--- src/inc/sssc_params.svh ---
// Constants for the subroutine stack and skip control block.
`ifndef SSSC_PARAMS_SVH
`define SSSC_PARAMS_SVH

// Register indices; the bus byte address is four times the index.
`define SSSC_IDX_PCL     6'h02
`define SSSC_IDX_STATUS  6'h03
`define SSSC_IDX_INDPTR  6'h04
`define SSSC_IDX_ISSUE   6'h10
`define SSSC_IDX_WREG    6'h11
`define SSSC_IDX_PCFULL  6'h12
`define SSSC_IDX_RTC     6'h13
`define SSSC_IDX_FLAGS   6'h14

// File register addresses.
`define SSSC_FA_PCL      8'h02
`define SSSC_FA_STATUS   8'h03
`define SSSC_FA_INDPTR   8'h04

// Status bit positions, reset value and software-writable mask.
`define SSSC_ST_C        0
`define SSSC_ST_DIGC     1
`define SSSC_ST_Z        2
`define SSSC_ST_PWDN     3
`define SSSC_ST_WDOG     4
`define SSSC_ST_PA_LO    5
`define SSSC_ST_PA_HI    7
`define SSSC_STATUS_RST  8'h18
`define SSSC_STATUS_WMSK 8'hE7
`define SSSC_PAGE_MAX    3'h3

`define SSSC_RESP_OKAY   2'h0
`define SSSC_RESP_SLVERR 2'h2

// Opcode patterns of the instructions this block executes.
`define SSSC_OP_LOGIC    12'b0001_????_????
`define SSSC_OP_NOT_F    12'b0010_011?_????
`define SSSC_OP_ROT      12'b0011_0?1?_????
`define SSSC_OP_SWAP     12'b0011_10??_????
`define SSSC_OP_SKIPZ    12'b001?_111?_????
`define SSSC_OP_SKIPB    12'b011?_????_????
`define SSSC_OP_LIT      12'b11??_????_????
`define SSSC_OP_RETLIT   12'b1000_????_????
`define SSSC_OP_CALL     12'b1001_????_????
`define SSSC_OP_JMP      12'b101?_????_????
`define SSSC_OP_RETURN   12'b0000_0000_11??
`define SSSC_OP_PAGE     12'b0000_0001_0???
`define SSSC_OP_BANK     12'b0000_0001_1???

`endif

--- src/inc/sssc_pkg.sv ---
// Types shared by the subroutine stack and skip control block.
package sssc_pkg;

	typedef enum logic [2:0]
	{
		ST_IDLE = 3'b001,
		ST_READ = 3'b010,
		ST_EXEC = 3'b100
	} sssc_state_t;

endpackage : sssc_pkg

--- src/core/sssc_core.sv ---
// Program flow core: return stack, paging, skips and logic operations.
`timescale 1ns/1ps
`default_nettype none
`include "sssc_params.svh"

////////////////////////////////////////////////////////////////////////
module sssc_core
	import sssc_pkg::*;
#(
	parameter int ADDR_W = 8,
	parameter int RAM_AW = 8
)(
	input  wire logic              clk_sys,
	input  wire logic              reset,
	input  wire logic [ADDR_W-1:0] s_axi_awaddr,
	input  wire logic              s_axi_awvalid,
	output logic                   s_axi_awready,
	input  wire logic [31:0]       s_axi_wdata,
	input  wire logic [3:0]        s_axi_wstrb,
	input  wire logic              s_axi_wvalid,
	output logic                   s_axi_wready,
	output logic      [1:0]        s_axi_bresp,
	output logic                   s_axi_bvalid,
	input  wire logic              s_axi_bready,
	input  wire logic [ADDR_W-1:0] s_axi_araddr,
	input  wire logic              s_axi_arvalid,
	output logic                   s_axi_arready,
	output logic      [31:0]       s_axi_rdata,
	output logic      [1:0]        s_axi_rresp,
	output logic                   s_axi_rvalid,
	input  wire logic              s_axi_rready
);

	////////////////////////////////////////////////////////////////////
	function automatic logic isMapped(input logic [5:0] idx);
		isMapped = idx inside {`SSSC_IDX_PCL, `SSSC_IDX_STATUS,
			`SSSC_IDX_INDPTR, `SSSC_IDX_ISSUE, `SSSC_IDX_WREG,
			`SSSC_IDX_PCFULL, `SSSC_IDX_RTC, `SSSC_IDX_FLAGS};
	endfunction : isMapped

	function automatic logic [7:0] effAddr(input logic [11:0] ins,
		input logic [7:0] ptr);
		logic [4:0] f;
		f = ins[4:0];
		if (f == 5'h00)
			effAddr = ptr;
		else if (f[4])
			effAddr = {ptr[7:5], f};
		else
			effAddr = {3'h0, f};
	endfunction : effAddr

	function automatic logic [7:0] logicOp(input logic [1:0] sel,
		input logic [7:0] a, input logic [7:0] b);
		unique case (sel)
			2'h0: logicOp = b;
			2'h1: logicOp = a | b;
			2'h2: logicOp = a & b;
			2'h3: logicOp = a ^ b;
		endcase
	endfunction : logicOp

	////////////////////////////////////////////////////////////////////
	sssc_state_t state;
	logic [10:0] pc;
	logic [10:0] pcNext;
	logic [7:0]  status;
	logic [7:0]  indPtr;
	logic [7:0]  wReg;
	logic [7:0]  rtc;
	logic [11:0] instrReg;
	logic        skipPending;
	logic        badPageFlag;
	logic [7:0]  skipCount;
	logic [10:0] stackTop;
	logic [7:0]  ramRd;
	logic [7:0]  fa;
	logic [7:0]  opnd;
	logic        execNow;

	logic [7:0]  aluRes;
	logic        toW;
	logic        toF;
	logic        zUpd;
	logic        cUpd;
	logic        cNew;
	logic        skipCond;
	logic        doPush;
	logic        doPop;
	logic        pcLoad;
	logic [10:0] pcVal;
	logic        pageLoad;
	logic [2:0]  pageVal;
	logic        bankLoad;
	logic        rtcAdd;
	logic        badPage;

	logic [ADDR_W-1:0] awAddr;
	logic        awHeld;
	logic [31:0] wData;
	logic [3:0]  wStrb;
	logic        wHeld;
	logic        doWrite;
	logic [5:0]  wrIdx;
	logic        lane0;
	logic        wrIssue;
	logic        discardNow;
	logic [31:0] rdWord;

	assign pcNext     = pc + 11'h001;
	assign execNow    = (state == ST_EXEC);
	assign fa         = effAddr(instrReg, indPtr);
	assign doWrite    = awHeld & wHeld & ~s_axi_bvalid & (state == ST_IDLE);
	assign wrIdx      = awAddr[7:2];
	assign lane0      = doWrite & wStrb[0];
	assign wrIssue    = doWrite & (wrIdx == `SSSC_IDX_ISSUE);
	assign discardNow = wrIssue & skipPending;

	////////////////////////////////////////////////////////////////////
	// Option, watchdog and mode registers have no file address here.
	always_comb
	begin
		if (fa == `SSSC_FA_PCL)
			opnd = pc[7:0];
		else if (fa == `SSSC_FA_STATUS)
			opnd = status;
		else if (fa == `SSSC_FA_INDPTR)
			opnd = indPtr;
		else
			opnd = ramRd;
	end

	always_comb
	begin
		aluRes   = 8'h00;
		toW      = 1'b0;
		toF      = 1'b0;
		zUpd     = 1'b0;
		cUpd     = 1'b0;
		cNew     = status[`SSSC_ST_C];
		skipCond = 1'b0;
		doPush   = 1'b0;
		doPop    = 1'b0;
		pcLoad   = 1'b0;
		pcVal    = stackTop;
		pageLoad = 1'b0;
		pageVal  = instrReg[2:0];
		bankLoad = 1'b0;
		rtcAdd   = 1'b0;
		badPage  = 1'b0;
		casez (instrReg)
			`SSSC_OP_LOGIC:
			begin
				if (instrReg[7:6] != 2'h3)
				begin
					aluRes = logicOp(instrReg[7:6] + 2'h1, wReg, opnd);
					toF    = instrReg[5];
					toW    = ~instrReg[5];
					zUpd   = 1'b1;
				end
			end
			`SSSC_OP_NOT_F:
			begin
				aluRes = ~opnd;
				toF    = 1'b1;
				zUpd   = 1'b1;
			end
			`SSSC_OP_ROT:
			begin
				if (instrReg[6])
				begin
					aluRes = {opnd[6:0], status[`SSSC_ST_C]};
					cNew   = opnd[7];
				end
				else
				begin
					aluRes = {status[`SSSC_ST_C], opnd[7:1]};
					cNew   = opnd[0];
				end
				toF  = 1'b1;
				cUpd = 1'b1;
			end
			`SSSC_OP_SWAP:
			begin
				aluRes = {opnd[3:0], opnd[7:4]};
				toF    = instrReg[5];
				toW    = ~instrReg[5];
			end
			`SSSC_OP_SKIPZ:
			begin
				aluRes   = instrReg[8] ? opnd + 8'h01 : opnd - 8'h01;
				toF      = 1'b1;
				skipCond = (aluRes == 8'h00);
			end
			`SSSC_OP_SKIPB:
			begin
				skipCond = opnd[instrReg[7:5]] == instrReg[8];
			end
			`SSSC_OP_LIT:
			begin
				// The XOR form (bits 9:8 = 3) with literal FF complements the working register.
				aluRes = logicOp(instrReg[9:8], wReg, instrReg[7:0]);
				toW    = 1'b1;
				zUpd   = 1'b1;
			end
			`SSSC_OP_RETLIT:
			begin
				aluRes = instrReg[7:0];
				toW    = 1'b1;
				doPop  = 1'b1;
				pcLoad = 1'b1;
			end
			`SSSC_OP_CALL:
			begin
				doPush = 1'b1;
				pcLoad = 1'b1;
				pcVal  = {status[6:5], 1'b0, instrReg[7:0]};
			end
			`SSSC_OP_JMP:
			begin
				pcLoad = 1'b1;
				pcVal  = {status[6:5], instrReg[8:0]};
			end
			`SSSC_OP_RETURN:
			begin
				doPop    = 1'b1;
				pcLoad   = 1'b1;
				pageLoad = (instrReg[1:0] == 2'h1);
				pageVal  = {1'b0, stackTop[10:9]};
				rtcAdd   = (instrReg[1:0] == 2'h3);
			end
			`SSSC_OP_PAGE:
			begin
				badPage  = (instrReg[2:0] > `SSSC_PAGE_MAX);
				pageLoad = ~badPage;
			end
			`SSSC_OP_BANK:
			begin
				bankLoad = 1'b1;
			end
			default:
			begin
				aluRes = 8'h00;
			end
		endcase
	end

	////////////////////////////////////////////////////////////////////
	always_ff @(posedge clk_sys or posedge reset)
	begin
		if (reset)
			state <= ST_IDLE;
		else
		begin
			unique case (state)
				ST_IDLE: if (wrIssue && !skipPending) state <= ST_READ;
				ST_READ: state <= ST_EXEC;
				ST_EXEC: state <= ST_IDLE;
			endcase
		end
	end

	always_ff @(posedge clk_sys or posedge reset)
	begin
		if (reset)
			instrReg <= 12'h000;
		else if (wrIssue)
			instrReg <= wData[11:0];
	end

	// A skipped page or bank slot leaves the skip armed for the next one.
	always_ff @(posedge clk_sys or posedge reset)
	begin
		if (reset)
		begin
			skipPending <= 1'b0;
			skipCount   <= 8'h00;
		end
		else if (discardNow)
		begin
			skipPending <= (wData[11:0] ==? `SSSC_OP_PAGE) ||
				(wData[11:0] ==? `SSSC_OP_BANK);
			skipCount   <= skipCount + 8'h01;
		end
		else if (execNow)
			skipPending <= skipCond;
	end

	always_ff @(posedge clk_sys or posedge reset)
	begin
		if (reset)
			pc <= 11'h000;
		else if (discardNow)
			pc <= pcNext;
		else if (lane0 && wrIdx == `SSSC_IDX_PCL)
			pc <= {status[6:5], 1'b0, wData[7:0]};
		else if (execNow)
		begin
			if (pcLoad)
				pc <= pcVal;
			else if (toF && fa == `SSSC_FA_PCL)
				pc <= {status[6:5], 1'b0, aluRes};
			else
				pc <= pcNext;
		end
	end

	always_ff @(posedge clk_sys or posedge reset)
	begin
		if (reset)
			status <= `SSSC_STATUS_RST;
		else if (lane0 && wrIdx == `SSSC_IDX_STATUS)
			status <= (status & ~`SSSC_STATUS_WMSK) |
				(wData[7:0] & `SSSC_STATUS_WMSK);
		else if (execNow)
		begin
			if (toF && fa == `SSSC_FA_STATUS)
				status <= (status & ~`SSSC_STATUS_WMSK) |
					(aluRes & `SSSC_STATUS_WMSK);
			if (zUpd)
				status[`SSSC_ST_Z] <= (aluRes == 8'h00);
			if (cUpd)
				status[`SSSC_ST_C] <= cNew;
			if (pageLoad)
				status[`SSSC_ST_PA_HI:`SSSC_ST_PA_LO] <= pageVal;
		end
	end

	always_ff @(posedge clk_sys or posedge reset)
	begin
		if (reset)
			indPtr <= 8'h00;
		else if (lane0 && wrIdx == `SSSC_IDX_INDPTR)
			indPtr <= wData[7:0];
		else if (execNow && bankLoad)
			indPtr[7:5] <= instrReg[2:0];
		else if (execNow && toF && fa == `SSSC_FA_INDPTR)
			indPtr <= aluRes;
	end

	always_ff @(posedge clk_sys or posedge reset)
	begin
		if (reset)
			wReg <= 8'h00;
		else if (lane0 && wrIdx == `SSSC_IDX_WREG)
			wReg <= wData[7:0];
		else if (execNow && toW)
			wReg <= aluRes;
	end

	always_ff @(posedge clk_sys or posedge reset)
	begin
		if (reset)
			rtc <= 8'h00;
		else if (lane0 && wrIdx == `SSSC_IDX_RTC)
			rtc <= wData[7:0];
		else if (execNow && rtcAdd)
			rtc <= rtc + wReg;
	end

	// A new bad page event in the clearing cycle keeps the flag set.
	always_ff @(posedge clk_sys or posedge reset)
	begin
		if (reset)
			badPageFlag <= 1'b0;
		else if (execNow && badPage)
			badPageFlag <= 1'b1;
		else if (lane0 && wrIdx == `SSSC_IDX_FLAGS && wData[0])
			badPageFlag <= 1'b0;
	end

	////////////////////////////////////////////////////////////////////
	sssc_return_stack
	#(
		.DEPTH (8),
		.WIDTH (11)
	) u_stack (
		.clk_sys  (clk_sys),
		.reset    (reset),
		.push     (execNow & doPush),
		.pop      (execNow & doPop),
		.pushData (pcNext),
		.top      (stackTop)
	);

	sssc_file_ram
	#(
		.ADDR_W (RAM_AW)
	) u_ram (
		.clk_sys (clk_sys),
		.wrEn    (execNow & toF & ~(fa inside {`SSSC_FA_PCL,
			`SSSC_FA_STATUS, `SSSC_FA_INDPTR})),
		.wrAddr  (fa[RAM_AW-1:0]),
		.wrData  (aluRes),
		.rdAddr  (fa[RAM_AW-1:0]),
		.rdData  (ramRd)
	);

	////////////////////////////////////////////////////////////////////
	always_ff @(posedge clk_sys or posedge reset)
	begin
		if (reset)
		begin
			awHeld        <= 1'b0;
			awAddr        <= '0;
			s_axi_awready <= 1'b0;
		end
		else if (s_axi_awvalid && s_axi_awready)
		begin
			awHeld        <= 1'b1;
			awAddr        <= s_axi_awaddr;
			s_axi_awready <= 1'b0;
		end
		else if (doWrite)
		begin
			awHeld        <= 1'b0;
			s_axi_awready <= 1'b1;
		end
		else
			s_axi_awready <= ~awHeld;
	end

	always_ff @(posedge clk_sys or posedge reset)
	begin
		if (reset)
		begin
			wHeld        <= 1'b0;
			wData        <= 32'h0000_0000;
			wStrb        <= 4'h0;
			s_axi_wready <= 1'b0;
		end
		else if (s_axi_wvalid && s_axi_wready)
		begin
			wHeld        <= 1'b1;
			wData        <= s_axi_wdata;
			wStrb        <= s_axi_wstrb;
			s_axi_wready <= 1'b0;
		end
		else if (doWrite)
		begin
			wHeld        <= 1'b0;
			s_axi_wready <= 1'b1;
		end
		else
			s_axi_wready <= ~wHeld;
	end

	always_ff @(posedge clk_sys or posedge reset)
	begin
		if (reset)
		begin
			s_axi_bvalid <= 1'b0;
			s_axi_bresp  <= `SSSC_RESP_OKAY;
		end
		else if (doWrite)
		begin
			s_axi_bvalid <= 1'b1;
			s_axi_bresp  <= isMapped(wrIdx) ? `SSSC_RESP_OKAY :
				`SSSC_RESP_SLVERR;
		end
		else if (s_axi_bready)
			s_axi_bvalid <= 1'b0;
	end

	always_comb
	begin
		unique case (s_axi_araddr[7:2])
			`SSSC_IDX_PCL:    rdWord = {24'h0, pc[7:0]};
			`SSSC_IDX_STATUS: rdWord = {24'h0, status};
			`SSSC_IDX_INDPTR: rdWord = {24'h0, indPtr};
			`SSSC_IDX_ISSUE:  rdWord = {20'h0, instrReg};
			`SSSC_IDX_WREG:   rdWord = {24'h0, wReg};
			`SSSC_IDX_PCFULL: rdWord = {5'h0, stackTop, 5'h0, pc};
			`SSSC_IDX_RTC:    rdWord = {24'h0, rtc};
			`SSSC_IDX_FLAGS:  rdWord = {16'h0, skipCount, 5'h0,
				state != ST_IDLE, skipPending, badPageFlag};
			default:          rdWord = 32'h0000_0000;
		endcase
	end

	always_ff @(posedge clk_sys or posedge reset)
	begin
		if (reset)
		begin
			s_axi_arready <= 1'b0;
			s_axi_rvalid  <= 1'b0;
			s_axi_rdata   <= 32'h0000_0000;
			s_axi_rresp   <= `SSSC_RESP_OKAY;
		end
		else if (s_axi_arvalid && s_axi_arready)
		begin
			s_axi_arready <= 1'b0;
			s_axi_rvalid  <= 1'b1;
			s_axi_rdata   <= rdWord;
			s_axi_rresp   <= isMapped(s_axi_araddr[7:2]) ?
				`SSSC_RESP_OKAY : `SSSC_RESP_SLVERR;
		end
		else if (s_axi_rvalid && s_axi_rready)
		begin
			s_axi_rvalid  <= 1'b0;
			s_axi_arready <= 1'b1;
		end
		else
			s_axi_arready <= ~s_axi_rvalid;
	end

endmodule : sssc_core

`default_nettype wire

--- src/core/sssc_return_stack.sv ---
// Eight-level push/pop return address stack.
`timescale 1ns/1ps
`default_nettype none

module sssc_return_stack
#(
	parameter int DEPTH = 8,
	parameter int WIDTH = 11
)(
	input  wire logic             clk_sys,
	input  wire logic             reset,
	input  wire logic             push,
	input  wire logic             pop,
	input  wire logic [WIDTH-1:0] pushData,
	output logic      [WIDTH-1:0] top
);

	logic [WIDTH-1:0] level [DEPTH];

	// There is no depth counter, so overflow and underflow are silent.
	always_ff @(posedge clk_sys or posedge reset)
	begin
		if (reset)
		begin
			for (int i = 0; i < DEPTH; i++)
				level[i] <= '0;
		end
		else if (push)
		begin
			level[0] <= pushData;
			for (int i = 1; i < DEPTH; i++)
				level[i] <= level[i-1];
		end
		else if (pop)
		begin
			// The deepest level keeps its value and is duplicated.
			for (int i = 0; i < DEPTH - 1; i++)
				level[i] <= level[i+1];
		end
	end

	assign top = level[0];

endmodule : sssc_return_stack

`default_nettype wire

--- src/core/sssc_file_ram.sv ---
// General purpose file register storage with a registered read port.
`timescale 1ns/1ps
`default_nettype none

module sssc_file_ram
#(
	parameter int ADDR_W = 8
)(
	input  wire logic              clk_sys,
	input  wire logic              wrEn,
	input  wire logic [ADDR_W-1:0] wrAddr,
	input  wire logic [7:0]        wrData,
	input  wire logic [ADDR_W-1:0] rdAddr,
	output logic      [7:0]        rdData
);

	logic [7:0] mem [1 << ADDR_W];

	always_ff @(posedge clk_sys)
	begin
		if (wrEn)
			mem[wrAddr] <= wrData;
		rdData <= mem[rdAddr];
	end

endmodule : sssc_file_ram

`default_nettype wire

--- config.mk ---
export PLATFORM = sky130hd
export DESIGN_NAME = sssc_core
export DESIGN_NICKNAME = d
export VERILOG_FILES = /design/src/inc/sssc_pkg.sv /design/src/core/sssc_core.sv /design/src/core/sssc_return_stack.sv /design/src/core/sssc_file_ram.sv
export VERILOG_INCLUDE_DIRS = /design/src /design/src/inc
export SDC_FILE = /design/constraint.sdc
export NUM_CORES = 2
export LEC_CHECK = 0
export BUFFER_PORTS_ARGS = -buffer_cell sky130_fd_sc_hd__buf_2
export CAP_MARGIN = 20
export CORE_ASPECT_RATIO = 0.8
export CORE_MARGIN = 2
export CORE_UTILIZATION = 60
export CTS_BUF_LIST = sky130_fd_sc_hd__clkbuf_2
export CTS_CLUSTER_DIAMETER = 80
export DETAILED_ROUTE_END_ITERATION = 10
export HOLD_SLACK_MARGIN = 0.15
export PLACE_DENSITY = 0.77
export RECOVER_POWER = 25
export SYNTH_ARGS = -nofsm -noshare
export SYNTH_HDL_FRONTEND = slang
export SYNTH_SLANG_ARGS = --single-unit
export TNS_END_PERCENT = 100
--- constraint.sdc ---
create_clock -name clk_sys -period 14.2 [get_ports clk_sys]
set_input_delay 1.42 -clock clk_sys [delete_from_list [all_inputs] [get_ports clk_sys]]
set_output_delay 1.42 -clock clk_sys [all_outputs]
set_load 0.02 [all_outputs]
# [Word level (Yosys, flattened, before mapping)]
# Memories as Yosys holds them, arrays and structs flattened. A register that Yosys moved wholly into a read port is not among the register bits.
# Cells that the tools add are included.
[word_totals] ff_bits=220 ramBits=2048 in_bits=59 word_cells=255 mem_count=1
[op_classes] n_addsub=6 order_cmp=2 n_eq_ne=51 muxes=77 n_bitwise=26 n_reduce_logical=57
[memory_table] name="u_ram.mem" words=256 width=8 rd=1 rd_ports_with_merged_regs=1 wr=1 line="sssc_file_ram.sv:17" rtl="logic [7:0] mem [1 << ADDR_W];"
[ops] operator="case mux 27 bit (8 select lines)" count=1
[ops] operator="two-way mux 77 bit" count=2
[ops] operator="two-way mux 8 bit" count=17
[ops] operator="case mux 8 bit (4 select lines)" count=2
[ops] operator="equality test 6 x 5 -> 1 bit, second input constant" count=10
[ops] operator="case mux 8 bit (7 select lines)" count=1
[ops] operator="two-way mux 11 bit" count=5
[ops] operator="equality test 9 x 2 -> 1 bit, second input constant" count=4
[ops] operator="two-way mux 1 bit" count=34
[ops] operator="equality test 6 x 2 -> 1 bit, second input constant" count=4
[ops] operator="nonzero test 2 bit" count=12
[ops] operator="case mux 11 bit (2 select lines)" count=1
[ops] operator="logical AND 1 bit" count=20
[ops] operator="equality test 6 x 4 -> 1 bit, second input constant" count=3
[ops] operator="nonzero test 3 bit" count=6
[ops] operator="adder 8 x 1 -> 8 bit, second input constant" count=2
[ops] operator="bitwise AND 8 bit" count=2
[ops] operator="equality test 8 x 2 -> 1 bit, second input constant" count=2
[ops] operator="zero test 8 bit" count=2
[ops] operator="bitwise OR 5 x 8 -> 8 bit" count=2
[ops] operator="bitwise OR 8 bit" count=2
[ops] operator="nonzero test 8 bit" count=2
[ops] operator="bitwise XOR 8 bit" count=2
[ops] operator="equality test 2 bit, second input constant" count=6
[ops] operator="other kinds (39)" count=75

# [Depth between registers and ports, before layout]
[logic_depth] word_depth=15 mapped_depth=20 ltp_nobuf=17

# [By module]
# From an unflattened synthesis, not the netlist that was laid out.
[unflattened] cells_unflattened=5115 area_unflattened_um2=92371.1
[modules_own_cells] mod="sssc_file_ram" n_inst=1 cells_per_inst=3733 area_each_um2=79556.3 seq_area_each_um2=61659.1
[modules_own_cells] mod="sssc_core" n_inst=1 cells_per_inst=1013 area_each_um2=8747.1 seq_area_each_um2=3029.2
[modules_own_cells] mod="sssc_return_stack" n_inst=1 cells_per_inst=369 area_each_um2=4067.7 seq_area_each_um2=2202.1

# [Least setup slack after synthesis]
# Ideal clock, no wire load.
[synth_path] path_kind="reg2reg" startpoint="register instrReg[0]" endpoint="memory u_ram.mem[0][2] (data pin)" setup_time_ps=1548 arrival_ps=8748 t_required_ps=12652 path_slack_ps=3904 path_stages_with_launch=8 n_path_buf=1 path_cell_list="dfrtp_1 > buf_2 > or3_1 > o21ai_2 > nor2_4 > o311ai_0 > o211ai_1 > o211ai_1"
[synth_via] elab_chain_len=10
[synth_rtl] element="from (decl)" line="sssc_core.sv:71" rtl="logic [11:0] instrReg;"
[synth_rtl] element="from (signal assigned)" line="sssc_core.sv:268" rtl="instrReg <= wData[11:0];"
[synth_rtl] element="zero test 5 bit or two-way mux 8 bit (tied branches)" line="sssc_core.sv:45, sssc_core.sv:47"
[synth_rtl] element="two-way mux 8 bit (*)" line="sssc_core.sv:45" rtl="if (f == 5'h00)"
[synth_rtl] element="equality test 8 x 3 -> 1 bit"
[synth_rtl] element="two-way mux 8 bit" line="sssc_core.sv:127" rtl="else if (fa == `SSSC_FA_INDPTR)"
[synth_rtl] element="two-way mux 8 bit" line="sssc_core.sv:125" rtl="else if (fa == `SSSC_FA_STATUS)"
[synth_rtl] element="two-way mux 8 bit (*)" line="sssc_core.sv:123" rtl="if (fa == `SSSC_FA_PCL)"
[synth_rtl] element="branches (longest 3 deep; another with subtractor 8 x 1 -> 8 bit)"
[synth_rtl] element="case mux 8 bit (7 select lines) (*)" line="sssc_core.sv:151" rtl="casez (instrReg)"
[synth_rtl] element="named net aluRes[2]" line="sssc_core.sv:81" rtl="logic [7:0] aluRes;"
[synth_rtl] element="to (decl)" line="sssc_file_ram.sv:17"
# Mark *: on every way through the listed nets, which the timed path passes.

==> insert_results.sql <==
INSERT INTO impl_metrics (metric_group, metric, value, unit) VALUES
('sta', 'finalHoldViolations', '0', ''),
('sta', 'maxSlewViolCount', '368', ''),
('critical_path', 'start_kind', 'primary input', ''),
('detailed_routing', 'dr.first_iter.drc_count', '8044', ''),
('placed_design', 'finalWeightedCongestion', '0.940', ''),
('sta', 'slew_headroom', '-146', '%'),
('run_status', 'run_status', 'finished, violations left', ''),
('run_status', 'failed_checks', 'max-capacitance violations, max-slew violations', ''),
('floorplanning', 'floorplan_die_height', '355', 'um'),
('finish', 'synthToLayoutAreaGrowth', '8.14', '%'),
('sta', 'layout_setup_ws', '5420', 'ps'),
('placed_design', 'io_buffer_count', '65', ''),
('clock_tree', 'clk-insertion-delay-late', '1810', 'ps'),
('pwr', 'total_leakage_power', '0.0369', 'uW'),
('clock_tree', 'cts_repair_resize_count', '0', ''),
('floorplanning', 'start_util', '60.6', '%'),
('job', 'cap_viol_max_count', '10', ''),
('min_path', 'worst_hold_startpoint', 's_axi_wvalid', ''),
('clock_tree', 'cts_hold_repair.buffers', '39', ''),
('synthesis', 'synthCells', '5436', ''),
('synthesis', 'synthFlopType', 'sky130_fd_sc_hd__edfxtp_1', ''),
('detailed_routing', 'drc', '0', ''),
('critical_path', 'critPathArrivalTime', '9850', 'ps'),
('synthesis', 'area_leader_netlist', 'sky130_fd_sc_hd__edfxtp_1', ''),
('detailed_routing', 'final_antenna_net_count', '0', ''),
('critical_path', 'setup.worst_path.start', 'reset', ''),
('synthesis', 'ys_seq_area_share', '72.3', '%'),
('sta', 'post-route-period-util', '61.8', '%'),
('clock_tree', 'cts_root_buf', 'sky130_fd_sc_hd__clkbuf_2', ''),
('sta', 'rsz0062_at_grt', 'no', ''),
('global_routing', 'grt.total_usage', '29.4', '%'),
('synthesis', 'yosys-top-cells-area', 'sky130_fd_sc_hd__edfxtp_1 (66%), sky130_fd_sc_hd__mux4_2 (13%), sky130_fd_sc_hd__dfrtp_1 (5.6%)', ''),
('clock_tree', 'cts-buffers-inserted', '537', ''),
('critical_path', 'timing.reg2reg.setup_slack', '6960', 'ps'),
('sta', 'max_slew.worst_pin.slew', '3670', 'ps'),
('finish', 'final-seq-area', '0.0669', 'sq mm'),
('min_path', 'worstHoldPathType', 'primary input to flip-flop', ''),
('floorplanning', 'die_area', '0.157', 'sq mm'),
('finish', 'net_count_of_the_finished_layout', '5967', ''),
('detailed_routing', 'total_number_of_vias', '54000', ''),
('critical_path', 'worstPathCellList', 'dlygate4sd3_1, buf_2, dlygate4sd3_1, clkinvlp_2, clkbuf_1, clkbuf_1', ''),
('clock_tree', 'postCtsSetupBuffers', '0', ''),
('floorplanning', 'die_width', '443', 'um'),
('critical_path', 'setup.worst_path.class', 'primary input to asynchronous set/reset pin', ''),
('floorplanning', 'row_count', '128', ''),
('clock_tree', 'clk_path_buf_depth', '4', ''),
('critical_path', 'worst_path_max_delay_cell', 'sky130_fd_sc_hd__clkbuf_1', ''),
('finish', 'multi_input_area', '0.0243', 'sq mm'),
('sta', 'hold-worst-slack', '365', 'ps'),
('detailed_routing', 'totalWireLength', '231000', 'um'),
('pwr', 'powerDensity', '150', 'mW/mm^2'),
('sta', 'final-setup-viol-count', '0', ''),
('global_routing', 'globalRouteOverflowTotal', '0', ''),
('sta', 'tns', '0', 'ps'),
('sta', 'post-route-min-period', '8780', 'ps'),
('placed_design', 'place.detailed.hpwl', '135000', 'um'),
('synthesis', 'cell_variety_after_synth', '96', ''),
('global_routing', 'first_global_vias', '52900', ''),
('clock_tree', 'number_of_clock_sinks', '2265', ''),
('clock_tree', 'clk_pin_slew', '90', 'ps'),
('global_routing', 'grt_antenna_before_repair', '14', ''),
('placed_design', 'dp_worst_setup_slack', '7230', 'ps'),
('synthesis', 'synth_enable_flop_cells', '2048', ''),
('pwr', 'irDropWorstVdd', '0.000108', 'V'),
('clock_tree', 'htree_levels', '6', ''),
('critical_path', 'type_of_element_capturing_the_critical_path', 'asynchronous set/reset pin', ''),
('critical_path', 'crit-reg2reg-launch', 'instrReg[0]$_DFFE_PP0P_', ''),
('critical_path', 'timing.critical_path.fanout_max', '82', ''),
('floorplanning', 'core_area', '0.153', 'sq mm'),
('sta', 'fin_skew', '119', 'ps'),
('clock_tree', 'tritoncts', 'done', '');
[routing by layer]
metal | GRT usage (%) | wire length, um | vias up
met3 | 8.88 | 32600 | 507
met1 | 43.4 | 88200 | 27100
met5 | 0 | 21 | -
met2 | 42.5 | 104000 | 3816
li1 | - | - | 22500
met4 | 9.76 | 6880 | 4
[final timing paths]
check | depth (start not counted) | to
setup / recovery | 6 | u_stack.level[57]$_DFFE_PP0P_
min in group asynchronous | 4 | wData[11]$_DFFE_PP0P_
hold reg to reg | 1 | state[0]$_DFFE_PP1P_
setup reg to reg | 15 | u_ram.mem[130][7]$_DFFE_PP_
max in group clk_sys | 15 | u_ram.mem[130][7]$_DFFE_PP_
hold / removal | 3 | wHeld$_DFFE_PP0P_
[state kept, by name, summed over array words and instances, names as in the netlist, 3 cells and up]
| signal | cells |
|---|---|
| indPtr | 8 |
| status | 6 |
| s_axi_rdata | 27 |
| instrReg | 12 |
| pc | 11 |
| u_ram.mem | 2048 |
| u_stack.level | 77 |
| wData | 12 |
| u_stack.top | 11 |
| rtc | 8 |
| state | 3 |
| skipCount | 8 |
| awAddr | 6 |
| u_ram.rdData | 8 |
| wReg | 8 |
[critical path: cells and delay by family]
family / cells / cell delay, ps
buffers and inverters: 6 / 8310
[stage by stage]
stage	instance area [sq um]	power (uW)	util (%)	std cells
after floorplan	92600	9920	-	5466
after global placement	95000	10900	62.3	7291
after detailed placement	95000	10900	62.3	7292
after CTS	100000	15000	65.6	8220
after global routing	100000	15600	65.6	8233
final	100000	15000	65.6	8233
[area by class of cell]
type | count | share of cell area [%]
Sequential cell | 2265 | 66.9
Multi-Input combinational cell | 2804 | 24.3
Clock buffer | 797 | 3.99
Tap cell | 2015 | 2.52
Timing Repair Buffer | 193 | 1.50
Clock inverter | 92 | 0.620
Inverter | 58 | 0.241
Antenna cell | 9 | 0.0225
[cells by family (layout without fill, tap and decap cells)]
group | count (synthesis) | in the layout | share of synthesized area [%]
compound gates | 530 | 530 | 3.82
other cells | 1 | 40 | 0.00405
flops | 2265 | 2265 | 72.3
mux | 653 | 653 | 14.2
xor+xnor | 26 | 26 | 0.246
fa+ha+maj | 49 | 49 | 0.679
buf+inv | 397 | 1140 | 1.80
simple gates | 1515 | 1515 | 6.99
[where the power goes]
group	total, uW	internal [uW]	switching [uW]	leakage, uW
sequential	7720	7530	183	0.0242
combinational	3150	1100	2060	0.00908
clock	4150	1650	2500	0.00363
[layout by cell type (no fill, tap or decap), types with 49 or more instances in the layout]
cell	n
sky130_fd_sc_hd__a21oi_1	68
sky130_fd_sc_hd__a31oi_1	55
sky130_fd_sc_hd__and3_1	56
sky130_fd_sc_hd__buf_4	63
sky130_fd_sc_hd__clkbuf_2	797
sky130_fd_sc_hd__clkinv_1	66
sky130_fd_sc_hd__dfrtp_1	207
sky130_fd_sc_hd__edfxtp_1	2048
sky130_fd_sc_hd__inv_1	49
sky130_fd_sc_hd__mux2i_1	95
sky130_fd_sc_hd__mux4_2	521
sky130_fd_sc_hd__nand2_1	720
sky130_fd_sc_hd__nand3_1	233
sky130_fd_sc_hd__nor2_1	367
sky130_fd_sc_hd__o21ai_0	175
No activity file was read; power rests on OpenSTA's default activity.
